===== src/include/cph_pkg.sv =====
package cph_pkg;
    // Function layout: indices 0..1 are physical, 2..7 are virtual
    localparam int unsigned NUM_PF = 2;
    localparam int unsigned NUM_VF = 6;
    localparam int unsigned NUM_FN = 8;
    localparam int unsigned FN_W = 8;
    localparam int unsigned PS_W = 2;
    localparam logic [FN_W-1:0] FN_FIRST_VF = 8'h02;
    localparam logic [FN_W-1:0] FN_LIMIT = 8'h08;

    // Power state encoding and value after reset
    localparam logic [PS_W-1:0] PS_D0 = 2'h0;
    localparam logic [PS_W-1:0] PS_D1 = 2'h1;
    localparam logic [PS_W-1:0] PS_D2 = 2'h2;
    localparam logic [PS_W-1:0] PS_D3 = 2'h3;
    localparam logic [PS_W-1:0] PS_RESET = PS_D0;

    // Reset values of index and flag fields
    localparam logic [FN_W-1:0] FN_RESET = 8'h00;
    localparam logic [NUM_FN-1:0] ERR_RESET = 8'h00;
    localparam logic [NUM_PF-1:0] FLR_RESET = 2'h0;

    // Power-change handshake state
    typedef enum logic {
        PW_IDLE,
        PW_HOLD
    } cph_pwr_t;
endpackage : cph_pkg


===== src/include/cph_queue_if.sv =====
`timescale 1ns/100ps
// Write and read port of the withheld-completion store
interface cph_queue_if #(
    parameter int unsigned TAG_W = 8,
    parameter int unsigned PTR_W = 3
);
    logic wr_en;
    logic [PTR_W-1:0] wr_addr;
    logic [TAG_W-1:0] wr_data;
    logic [PTR_W-1:0] rd_addr;
    logic [TAG_W-1:0] rd_data;

    modport owner (output wr_en, output wr_addr, output wr_data, output rd_addr,
        input rd_data);
    modport store (input wr_en, input wr_addr, input wr_data, input rd_addr,
        output rd_data);
endinterface : cph_queue_if


===== src/rtl/cph_cfg_ctrl.sv =====
`timescale 1ns/100ps
// Operation
// RULE1: Raise power-change notice when a PM control write moves a function to D1/D3.
// RULE2: Keep the notice high until the acknowledge input is seen.
// RULE3: Withhold all pending configuration completions while the notice is high.
// RULE4: Present the changing function's index while the notice is high.
// RULE5: After acknowledge, show the new state on the PF or VF state output.
// RULE6: User pulses correctable-fault input for exactly one cycle.
// RULE7: Correctable pulse sets corrected-internal status of enabled functions; message if enabled.
// RULE8: User pulses uncorrectable-fault input for exactly one cycle.
// RULE9: Uncorrectable pulse sets uncorrected-internal status of enabled functions; message if enabled.
// RULE10: User sets reset-finished bit i when physical function i reset completes.
// RULE11: Reset-finished bit i clears reset-pending bit i.
// RULE12: Reset-finished bit i re-enables configuration access to function i.
// RULE13: User pulses acknowledge once ready, or ties it high.
// RULE14: Raise reset-pending bit i when host sets function i's reset bit.
// RULE15: Hold each reset-pending bit until the matching reset-finished bit.
// RULE16: Drop notice the edge after acknowledge, then release completions in order.
module cph_cfg_ctrl
    import cph_pkg::*;
#(
    parameter int unsigned TAG_W = 8,
    parameter int unsigned QDEPTH = 8
) (
    // Clock and reset
    input wire logic ref_clk_in,
    input wire logic rst_n_in,
    // Configuration requests from the link side
    input wire logic req_valid_in,
    input wire logic req_write_in,
    input wire logic [FN_W-1:0] req_func_in,
    input wire logic [TAG_W-1:0] req_tag_in,
    input wire logic req_pm_wr_in,
    input wire logic [PS_W-1:0] req_pm_state_in,
    input wire logic req_flr_wr_in,
    output logic req_ready_out,
    output logic req_refused_out,
    // Completions back to the link side
    output logic cpl_valid_out,
    output logic [TAG_W-1:0] cpl_tag_out,
    input wire logic cpl_ready_in,
    // Power-change handshake
    output logic power_change_notice_out,
    input wire logic power_change_ack_in,
    output logic [FN_W-1:0] func_index_out,
    output logic [NUM_PF*PS_W-1:0] pf_power_state_out,
    output logic [NUM_VF*PS_W-1:0] virt_func_power_level_out,
    // Internal error reporting
    input wire logic cor_fault_in,
    input wire logic uncor_fault_in,
    input wire logic [NUM_FN-1:0] func_enable_in,
    input wire logic [NUM_FN-1:0] cor_msg_enable_in,
    input wire logic [NUM_FN-1:0] uncor_msg_enable_in,
    input wire logic [NUM_FN-1:0] aer_cor_clear_in,
    input wire logic [NUM_FN-1:0] aer_uncor_clear_in,
    output logic [NUM_FN-1:0] aer_cor_status_out,
    output logic [NUM_FN-1:0] aer_uncor_status_out,
    output logic cor_msg_out,
    output logic uncor_msg_out,
    // Function-level reset
    input wire logic [NUM_PF-1:0] flr_done_in,
    output logic [NUM_PF-1:0] flr_pending_out
);
    localparam int unsigned PTR_W = $clog2(QDEPTH);
    localparam logic [PTR_W:0] Q_FULL = (PTR_W+1)'(QDEPTH);
    localparam logic [PTR_W:0] Q_ONE = (PTR_W+1)'(1);
    localparam logic [PTR_W-1:0] P_ONE = PTR_W'(1);

    typedef struct packed {
        cph_pwr_t pwr;
        logic [FN_W-1:0] func_idx;
        logic [PS_W-1:0] new_ps;
        logic [NUM_PF-1:0][PS_W-1:0] pf_ps;
        logic [NUM_VF-1:0][PS_W-1:0] vf_ps;
        logic [NUM_FN-1:0] cor_st;
        logic [NUM_FN-1:0] unc_st;
        logic cor_msg;
        logic unc_msg;
        logic [NUM_PF-1:0] flr_pend;
        logic refused;
        logic [PTR_W-1:0] head;
        logic [PTR_W-1:0] tail;
        logic [PTR_W:0] count;
    } cph_state_t;

    cph_state_t s_q;
    cph_state_t s_d;
    logic push;
    logic pop;
    logic blocked;
    logic pm_low;
    logic [NUM_PF-1:0] flr_set;

    cph_queue_if #(.TAG_W(TAG_W), .PTR_W(PTR_W)) q_if ();

    // Writes a power state into the PF or VF slot selected by a function index
    function automatic cph_state_t set_ps(cph_state_t s, logic [FN_W-1:0] idx,
                                          logic [PS_W-1:0] ps);
        cph_state_t r;
        logic [FN_W-1:0] vidx;
        r = s;
        vidx = idx - FN_FIRST_VF;
        if (idx < FN_FIRST_VF) begin
            r.pf_ps[idx[0]] = ps;
        end else if (idx < FN_LIMIT) begin
            r.vf_ps[vidx[2:0]] = ps;
        end
        return r;
    endfunction : set_ps

    // Request decode
    assign req_ready_out = (s_q.count != Q_FULL) && (s_q.pwr == PW_IDLE);
    assign push = req_valid_in && req_ready_out;
    assign blocked = (req_func_in < FN_FIRST_VF) && s_q.flr_pend[req_func_in[0]]; // see RULE12
    assign pm_low = req_write_in && req_pm_wr_in &&
        ((req_pm_state_in == PS_D1) || (req_pm_state_in == PS_D3));
    assign pop = (s_q.count != '0) && (s_q.pwr == PW_IDLE) && cpl_ready_in; // see RULE3

    // Reset-pending set vector from host reset-bit writes
    always_comb begin
        flr_set = '0;
        if (push && !blocked && req_write_in && req_flr_wr_in && (req_func_in < FN_FIRST_VF)) begin
            flr_set[req_func_in[0]] = 1'b1; // see RULE14
        end
    end

    // Next-state logic
    always_comb begin
        s_d = s_q;
        s_d.cor_msg = 1'b0;
        s_d.unc_msg = 1'b0;
        s_d.refused = push && blocked;
        // Queue bookkeeping; blocked requests never enter the queue
        if (push && !blocked) begin
            s_d.tail = s_q.tail + P_ONE;
        end
        if (pop) begin
            s_d.head = s_q.head + P_ONE; // see RULE16
        end
        s_d.count = s_q.count + ((push && !blocked) ? Q_ONE : '0) - (pop ? Q_ONE : '0);
        // Power-change handshake
        unique case (s_q.pwr)
            PW_IDLE: begin
                if (push && !blocked && req_write_in && req_pm_wr_in) begin
                    if (pm_low) begin
                        s_d.pwr = PW_HOLD; // see RULE1
                        s_d.func_idx = req_func_in; // see RULE4
                        s_d.new_ps = req_pm_state_in;
                    end else begin
                        s_d = set_ps(s_d, req_func_in, req_pm_state_in);
                    end
                end
            end
            PW_HOLD: begin
                if (power_change_ack_in) begin // see RULE2
                    s_d.pwr = PW_IDLE; // see RULE16
                    s_d = set_ps(s_d, s_q.func_idx, s_q.new_ps); // see RULE5
                end
            end
        endcase
        // Sticky internal-error status, a new fault beats a same-cycle clear
        s_d.cor_st = (s_q.cor_st & ~aer_cor_clear_in) |
            ({NUM_FN{cor_fault_in}} & func_enable_in); // see RULE7
        s_d.unc_st = (s_q.unc_st & ~aer_uncor_clear_in) |
            ({NUM_FN{uncor_fault_in}} & func_enable_in); // see RULE9
        s_d.cor_msg = cor_fault_in && |(func_enable_in & cor_msg_enable_in); // see RULE7
        s_d.unc_msg = uncor_fault_in && |(func_enable_in & uncor_msg_enable_in); // see RULE9
        // Reset-pending flags, a new reset beats a same-cycle finish
        s_d.flr_pend = (s_q.flr_pend & ~flr_done_in) | flr_set; // see RULE11 RULE15
    end

    // State register
    always_ff @(posedge ref_clk_in or negedge rst_n_in) begin
        if (!rst_n_in) begin
            s_q <= '{pwr: PW_IDLE, func_idx: FN_RESET, new_ps: PS_RESET,
                     pf_ps: {NUM_PF{PS_RESET}}, vf_ps: {NUM_VF{PS_RESET}},
                     cor_st: ERR_RESET, unc_st: ERR_RESET, cor_msg: 1'b0,
                     unc_msg: 1'b0, flr_pend: FLR_RESET, refused: 1'b0,
                     head: '0, tail: '0, count: '0};
        end else begin
            s_q <= s_d;
        end
    end

    // Withheld-completion store, read address runs one step ahead
    assign q_if.wr_en = push && !blocked;
    assign q_if.wr_addr = s_q.tail;
    assign q_if.wr_data = req_tag_in;
    assign q_if.rd_addr = s_d.head;

    cph_tag_mem #(.DEPTH(QDEPTH)) u_tag_mem (
        .ref_clk_in(ref_clk_in),
        .rst_n_in(rst_n_in),
        .q(q_if.store)
    );

    // Outputs
    assign cpl_valid_out = (s_q.count != '0) && (s_q.pwr == PW_IDLE); // see RULE3
    assign cpl_tag_out = q_if.rd_data;
    assign req_refused_out = s_q.refused;
    assign power_change_notice_out = (s_q.pwr == PW_HOLD);
    assign func_index_out = s_q.func_idx;
    assign pf_power_state_out = s_q.pf_ps;
    assign virt_func_power_level_out = s_q.vf_ps;
    assign aer_cor_status_out = s_q.cor_st;
    assign aer_uncor_status_out = s_q.unc_st;
    assign cor_msg_out = s_q.cor_msg;
    assign uncor_msg_out = s_q.unc_msg;
    assign flr_pending_out = s_q.flr_pend;

    // Checks
    a_notice_raise: assert property (@(posedge ref_clk_in) // see RULE1
        disable iff (!rst_n_in) (push && !blocked && pm_low) |=> power_change_notice_out)
        else $error("power-change notice not raised");
    a_notice_hold: assert property (@(posedge ref_clk_in) // see RULE2
        disable iff (!rst_n_in)
        (power_change_notice_out && !power_change_ack_in) |=> power_change_notice_out)
        else $error("notice dropped without acknowledge");
    a_cpl_withheld: assert property (@(posedge ref_clk_in) // see RULE3
        disable iff (!rst_n_in) power_change_notice_out |-> !cpl_valid_out)
        else $error("completion released during notice");
    a_func_index: assert property (@(posedge ref_clk_in) // see RULE4
        disable iff (!rst_n_in)
        $rose(power_change_notice_out) |-> (func_index_out == $past(req_func_in)))
        else $error("wrong function index with notice");
    a_pf_state_update: assert property (@(posedge ref_clk_in) // see RULE5
        disable iff (!rst_n_in)
        (power_change_notice_out && power_change_ack_in && (func_index_out == 8'h01))
        |=> (pf_power_state_out[PS_W+:PS_W] == $past(s_q.new_ps)))
        else $error("PF1 power state not updated");
    a_notice_drop: assert property (@(posedge ref_clk_in) // see RULE16
        disable iff (!rst_n_in) (power_change_notice_out && power_change_ack_in)
        |=> (!power_change_notice_out && ((s_q.count == '0) || cpl_valid_out)))
        else $error("notice kept or completions not released after acknowledge");
    a_cor_status: assert property (@(posedge ref_clk_in) // see RULE7
        disable iff (!rst_n_in) (cor_fault_in && func_enable_in[1]) |=> aer_cor_status_out[1])
        else $error("corrected internal status not set");
    a_uncor_msg: assert property (@(posedge ref_clk_in) // see RULE9
        disable iff (!rst_n_in)
        (uncor_fault_in && |(func_enable_in & uncor_msg_enable_in)) |=> uncor_msg_out)
        else $error("uncorrectable message not sent");
    a_flr_release: assert property (@(posedge ref_clk_in) // see RULE11
        disable iff (!rst_n_in) (flr_done_in[1] && !flr_set[1]) |=> !flr_pending_out[1])
        else $error("reset-pending not cleared");
    a_flr_block: assert property (@(posedge ref_clk_in) // see RULE12
        disable iff (!rst_n_in) (push && blocked) |-> (!q_if.wr_en ##1 req_refused_out))
        else $error("access to resetting function accepted");
    a_flr_raise: assert property (@(posedge ref_clk_in) // see RULE14
        disable iff (!rst_n_in) flr_set[1] |=> flr_pending_out[1])
        else $error("reset-pending not raised");
    a_flr_hold: assert property (@(posedge ref_clk_in) // see RULE15
        disable iff (!rst_n_in) (flr_pending_out[1] && !flr_done_in[1]) |=> flr_pending_out[1])
        else $error("reset-pending dropped early");
endmodule : cph_cfg_ctrl


===== src/rtl/cph_tag_mem.sv =====
`timescale 1ns/100ps
module cph_tag_mem #(
    parameter int unsigned DEPTH = 8
) (
    // Clock and reset
    input wire logic ref_clk_in,
    input wire logic rst_n_in,
    // Store port
    cph_queue_if.store q
);
    logic [$bits(q.wr_data)-1:0] mem_q [DEPTH];
    logic [$bits(q.wr_data)-1:0] rd_q;

    // Storage array, written without reset
    always_ff @(posedge ref_clk_in) begin
        if (q.wr_en) begin
            mem_q[q.wr_addr] <= q.wr_data;
        end
    end

    // Registered read; a write to the slot being read passes straight through
    always_ff @(posedge ref_clk_in or negedge rst_n_in) begin
        if (!rst_n_in) begin
            rd_q <= '0;
        end else if (q.wr_en && (q.wr_addr == q.rd_addr)) begin
            rd_q <= q.wr_data;
        end else begin
            rd_q <= mem_q[q.rd_addr];
        end
    end

    assign q.rd_data = rd_q;
endmodule : cph_tag_mem


===== config.mk =====
export PLATFORM = sky130hd
export DESIGN_NAME = cph_cfg_ctrl
export DESIGN_NICKNAME = d
export VERILOG_FILES = /design/src/include/cph_pkg.sv /design/src/include/cph_queue_if.sv /design/src/rtl/cph_cfg_ctrl.sv /design/src/rtl/cph_tag_mem.sv
export SDC_FILE = /design/constraint.sdc
export NUM_CORES = 1
export LEC_CHECK = 0
export BUFFER_PORTS_ARGS = -buffer_cell sky130_fd_sc_hd__buf_2
export CORE_ASPECT_RATIO = 0.9
export CORE_MARGIN = 1.5
export CORE_UTILIZATION = 25
export CTS_BUF_LIST = sky130_fd_sc_hd__clkbuf_16
export CTS_CLUSTER_DIAMETER = 100
export DETAILED_ROUTE_END_ITERATION = 12
export SYNTH_ARGS = -nofsm -noshare
export SYNTH_HDL_FRONTEND = slang
export SYNTH_SLANG_ARGS = --single-unit

===== constraint.sdc =====
create_clock -name ref_clk_in -period 5.35 [get_ports ref_clk_in]
set_clock_uncertainty 0.05 [all_clocks]
set_input_delay 0.535 -clock ref_clk_in [delete_from_list [all_inputs] [get_ports ref_clk_in]]
set_output_delay 0.535 -clock ref_clk_in [all_outputs]
set_load 0.01 [all_outputs]

==> flow_summary.ini <==
[pwr]
finalPower_mw = 3.98
swShare_pct = 35.8
p_comb_share_pct = 36.2
p_sw_mw = 1.42
p_leak_nw = 3.45
clockPowerShare_pct = 29.2
seqPwrFrac_pct = 34.6
p_per_area_nw_per_um2 = 493
ir_drop_mv = 0.256
internal_power_mw = 2.55

[drt]
wl_um = 16400
routed_via_density = 4.55
dr.pass1.iters = 4
drt-wirelength-per-cell_um = 16.1
ant_nets = 0
post-route-drc-count = 0
drt_iter0_markers = 295
routed-via-count = 4635

[yosys]
synth-main-ff-cell = dfrtp_1
synth_fp_nets = 650
netlist_instances = 571
ys_ff_latch = 130
ys_seq_area_share_pct = 52.4
synth_area_per_cell_um2 = 11.9
netlist_area_um2 = 6810
synth_cell_type_count = 54
async_reset_ff_share_pct = 50.8
yosys_warnings = 0
synth-edff-count = 64

[run_status]
outcome = completed

[critical_path]
path_class = reg -> reg
crit_arrival_ns = 3.42
crit_start = s_q[8]
cp.required_ns = 5.66
reg2reg_to = u_tag_mem.q.rd_data[7]
reg2reg_slack_ns = 2.24
crit_path_end_kind = flip-flop
r2r_start = s_q[8]
crit_end = u_tag_mem.q.rd_data[7]
crit_path_start_kind = flip-flop
rr_worst_depth = 7
path_max_fanout = 37

[place]
gp_congestion = 0.775
portBuffers = 125
dp_hpwl_um = 11200

[timing]
final-setup-viol-count = 0
fin_crit_sh_pct = 58.2
slew_headroom_pct = 19.4
rsz0062_at_grt = false
min_period_ns = 3.11
drv_slew = 0
clock.fmax_mhz = 321
tightest_slew_ns = 1.20
finalHoldViolations = 0
fin_setup_tns_ns = 0

[die]
ios = 126
die_h_um = 160
die_x_um = 177
initial_core_util_pct = 25.3
die_area_um2 = 28300
num_rows = 57
core-area_um2 = 26900

[finish]
area_growth_pct = 18.4
antenna_cells = 0
layout-drive-gt1-share_pct = 35.6
num-nets-final = 731
num-fill-cells = 2744

[job]
max-cap-violations = 0

[min_path]
hold_path.class = in -> async

[global_routing]
grt_max_degree = 67
grtUsageTotal_pct = 12.0
grt_pass1_wl_um = 26000
antenna_found_initial = 0
grt_overflow_total = 0
grt_pass1_vias = 4711

[clock_tree]
cts_buffer_depth = 2
numCtsBuffers = 17
cts_sinks = 130
htree_levels = 4
cts_hold_buffers = 0
ctsResizeCount = 0
cts_setup_buffers = 0
clock_latency_ns = 0.42
cts_tree = done
clkTransAtPathRegs_ns = 0.07
cts_root_buf = clkbuf_16
routing by layer:
metal / vias to the layer above / GRT usage (%) / part of all wire, %
met5: - / 0 / 0
met4: 0 / 4.31 / 1.8
met3: 17 / 3.07 / 5.6
met2: 141 / 19.0 / 47
met1: 2286 / 15.7 / 45
li1: 2191 / - / -
registers in the layout, indices dropped and copies added, names as in the netlist:
signal / cells
func_index_out: 8
req_refused_out: 1
u_tag_mem.mem_q: 64
u_tag_mem.q.rd_data: 8
pf_power_state_out: 4
virt_func_power_level_out: 12
q_if.wr_addr: 3
cor_msg_out: 1
power_change_notice_out: 1
aer_uncor_status_out: 8
flr_pending_out: 2
aer_cor_status_out: 8
uncor_msg_out: 1
s_q: 9
layout make-up:
cell class	count	area [um^2]	share of cell area (%)
flip-flops and latches	130	3570	44.3
well taps	354	443	5.49
repair buffers	127	643	7.97
clock inverters	15	163	2.02
multi-input cells	345	2710	33.5
clock buffers	17	425	5.27
inverters	31	116	1.44
kinds of logic after synthesis:
kind of cell	after synthesis	synth area share [%]
AO/OA/AOI/OAI	95	9.22
XOR/XNOR	10	1.29
adder cells (fa/ha/maj)	9	1.76
buffers and inverters	96	8.02
flip-flops	130	52.4
multiplexers	117	18.5
AND/OR/NAND/NOR	114	8.81
placed cells by master (no fill, tap or decap), types with 4 or more instances in the layout:
master / instances
inv_6: 5
o22ai_1: 14
nand2_1: 49
o21ai_0: 37
a22oi_1: 13
ha_1: 7
nor2b_1: 6
xor2_1: 6
a221oi_1: 7
buf_2: 124
a22o_1: 8
nor2_1: 21
nand2b_1: 8
inv_8: 4
mux2i_1: 54
nand3_1: 6
xnor2_1: 4
inv_1: 31
nand4_1: 4
clkbuf_16: 17
dfrtp_1: 66
mux2_2: 58
edfxtp_1: 64
how the worst min path moves through the flow:
| stage | startpoint | to | slack (ns) |
|---|---|---|---|
| 6_report | rst_n_in | func_index_out[1] | 0.18 |
| 2_1_floorplan | rst_n_in | aer_cor_status_out[0] | 0.19 |
| 3_3_place_gp | pf_power_state_out[0] | pf_power_state_out[0] | 0.42 |
| 4_1_cts | rst_n_in | func_index_out[1] | 0.21 |
| 5_1_grt | flr_done_in[0] | flr_pending_out[0] | 0.22 |
| 3_5_place_dp | pf_power_state_out[0] | pf_power_state_out[0] | 0.43 |
power by group through the flow:
stage	clock network, mW	logic [mW]	registers (mW)
3_5_place_dp	0	1.45	1.39
4_1_cts	1.19	1.45	1.38
5_1_grt	1.23	1.59	1.40
2_1_floorplan	0	1.15	1.35
6_report	1.16	1.44	1.38
3_3_place_gp	0	1.42	1.39
cell usage after synthesis, drive strengths merged (6+ instances only):
master,instances,area (um^2)
nand2,50,190
mux2,63,717
a22oi,13,97.6
edfxtp,64,1920
nor3,6,46.3
nand3,7,40.0
xor2,6,52.6
o22ai,14,87.6
nor2,23,96.4
nand2b,8,50.1
a221oi,7,61.3
a22o,8,70.1
nor2b,6,37.5
o21ai,37,185
ha,8,100
dfrtp,66,1650
buf,60,412
mux2i,54,541
inv,31,116
through the flow:
step	hold slack (ns)	std cells	setup WS [ns]	area [um^2]	util [%]
floorplan	0.189	571	2.57	6810	-
global route	0.219	1019	2.08	8070	30.0
detailed placement	0.430	987	2.06	7480	27.8
finish	0.184	1019	2.24	8070	30.0
CTS	0.210	1019	2.21	8070	30.0
global placement	0.423	987	1.99	7470	27.8
worst max-delay path, cell delays in order (launching register included):
cell and delay [ns]:
dfrtp_1 0.36, buf_4 0.30, ha_2 1.12, mux2i_1 0.20
mux2_2 0.31, a22o_1 0.22, a221oi_1 0.26, mux2_2 0.21
Power figures use the tool's default switching activity.
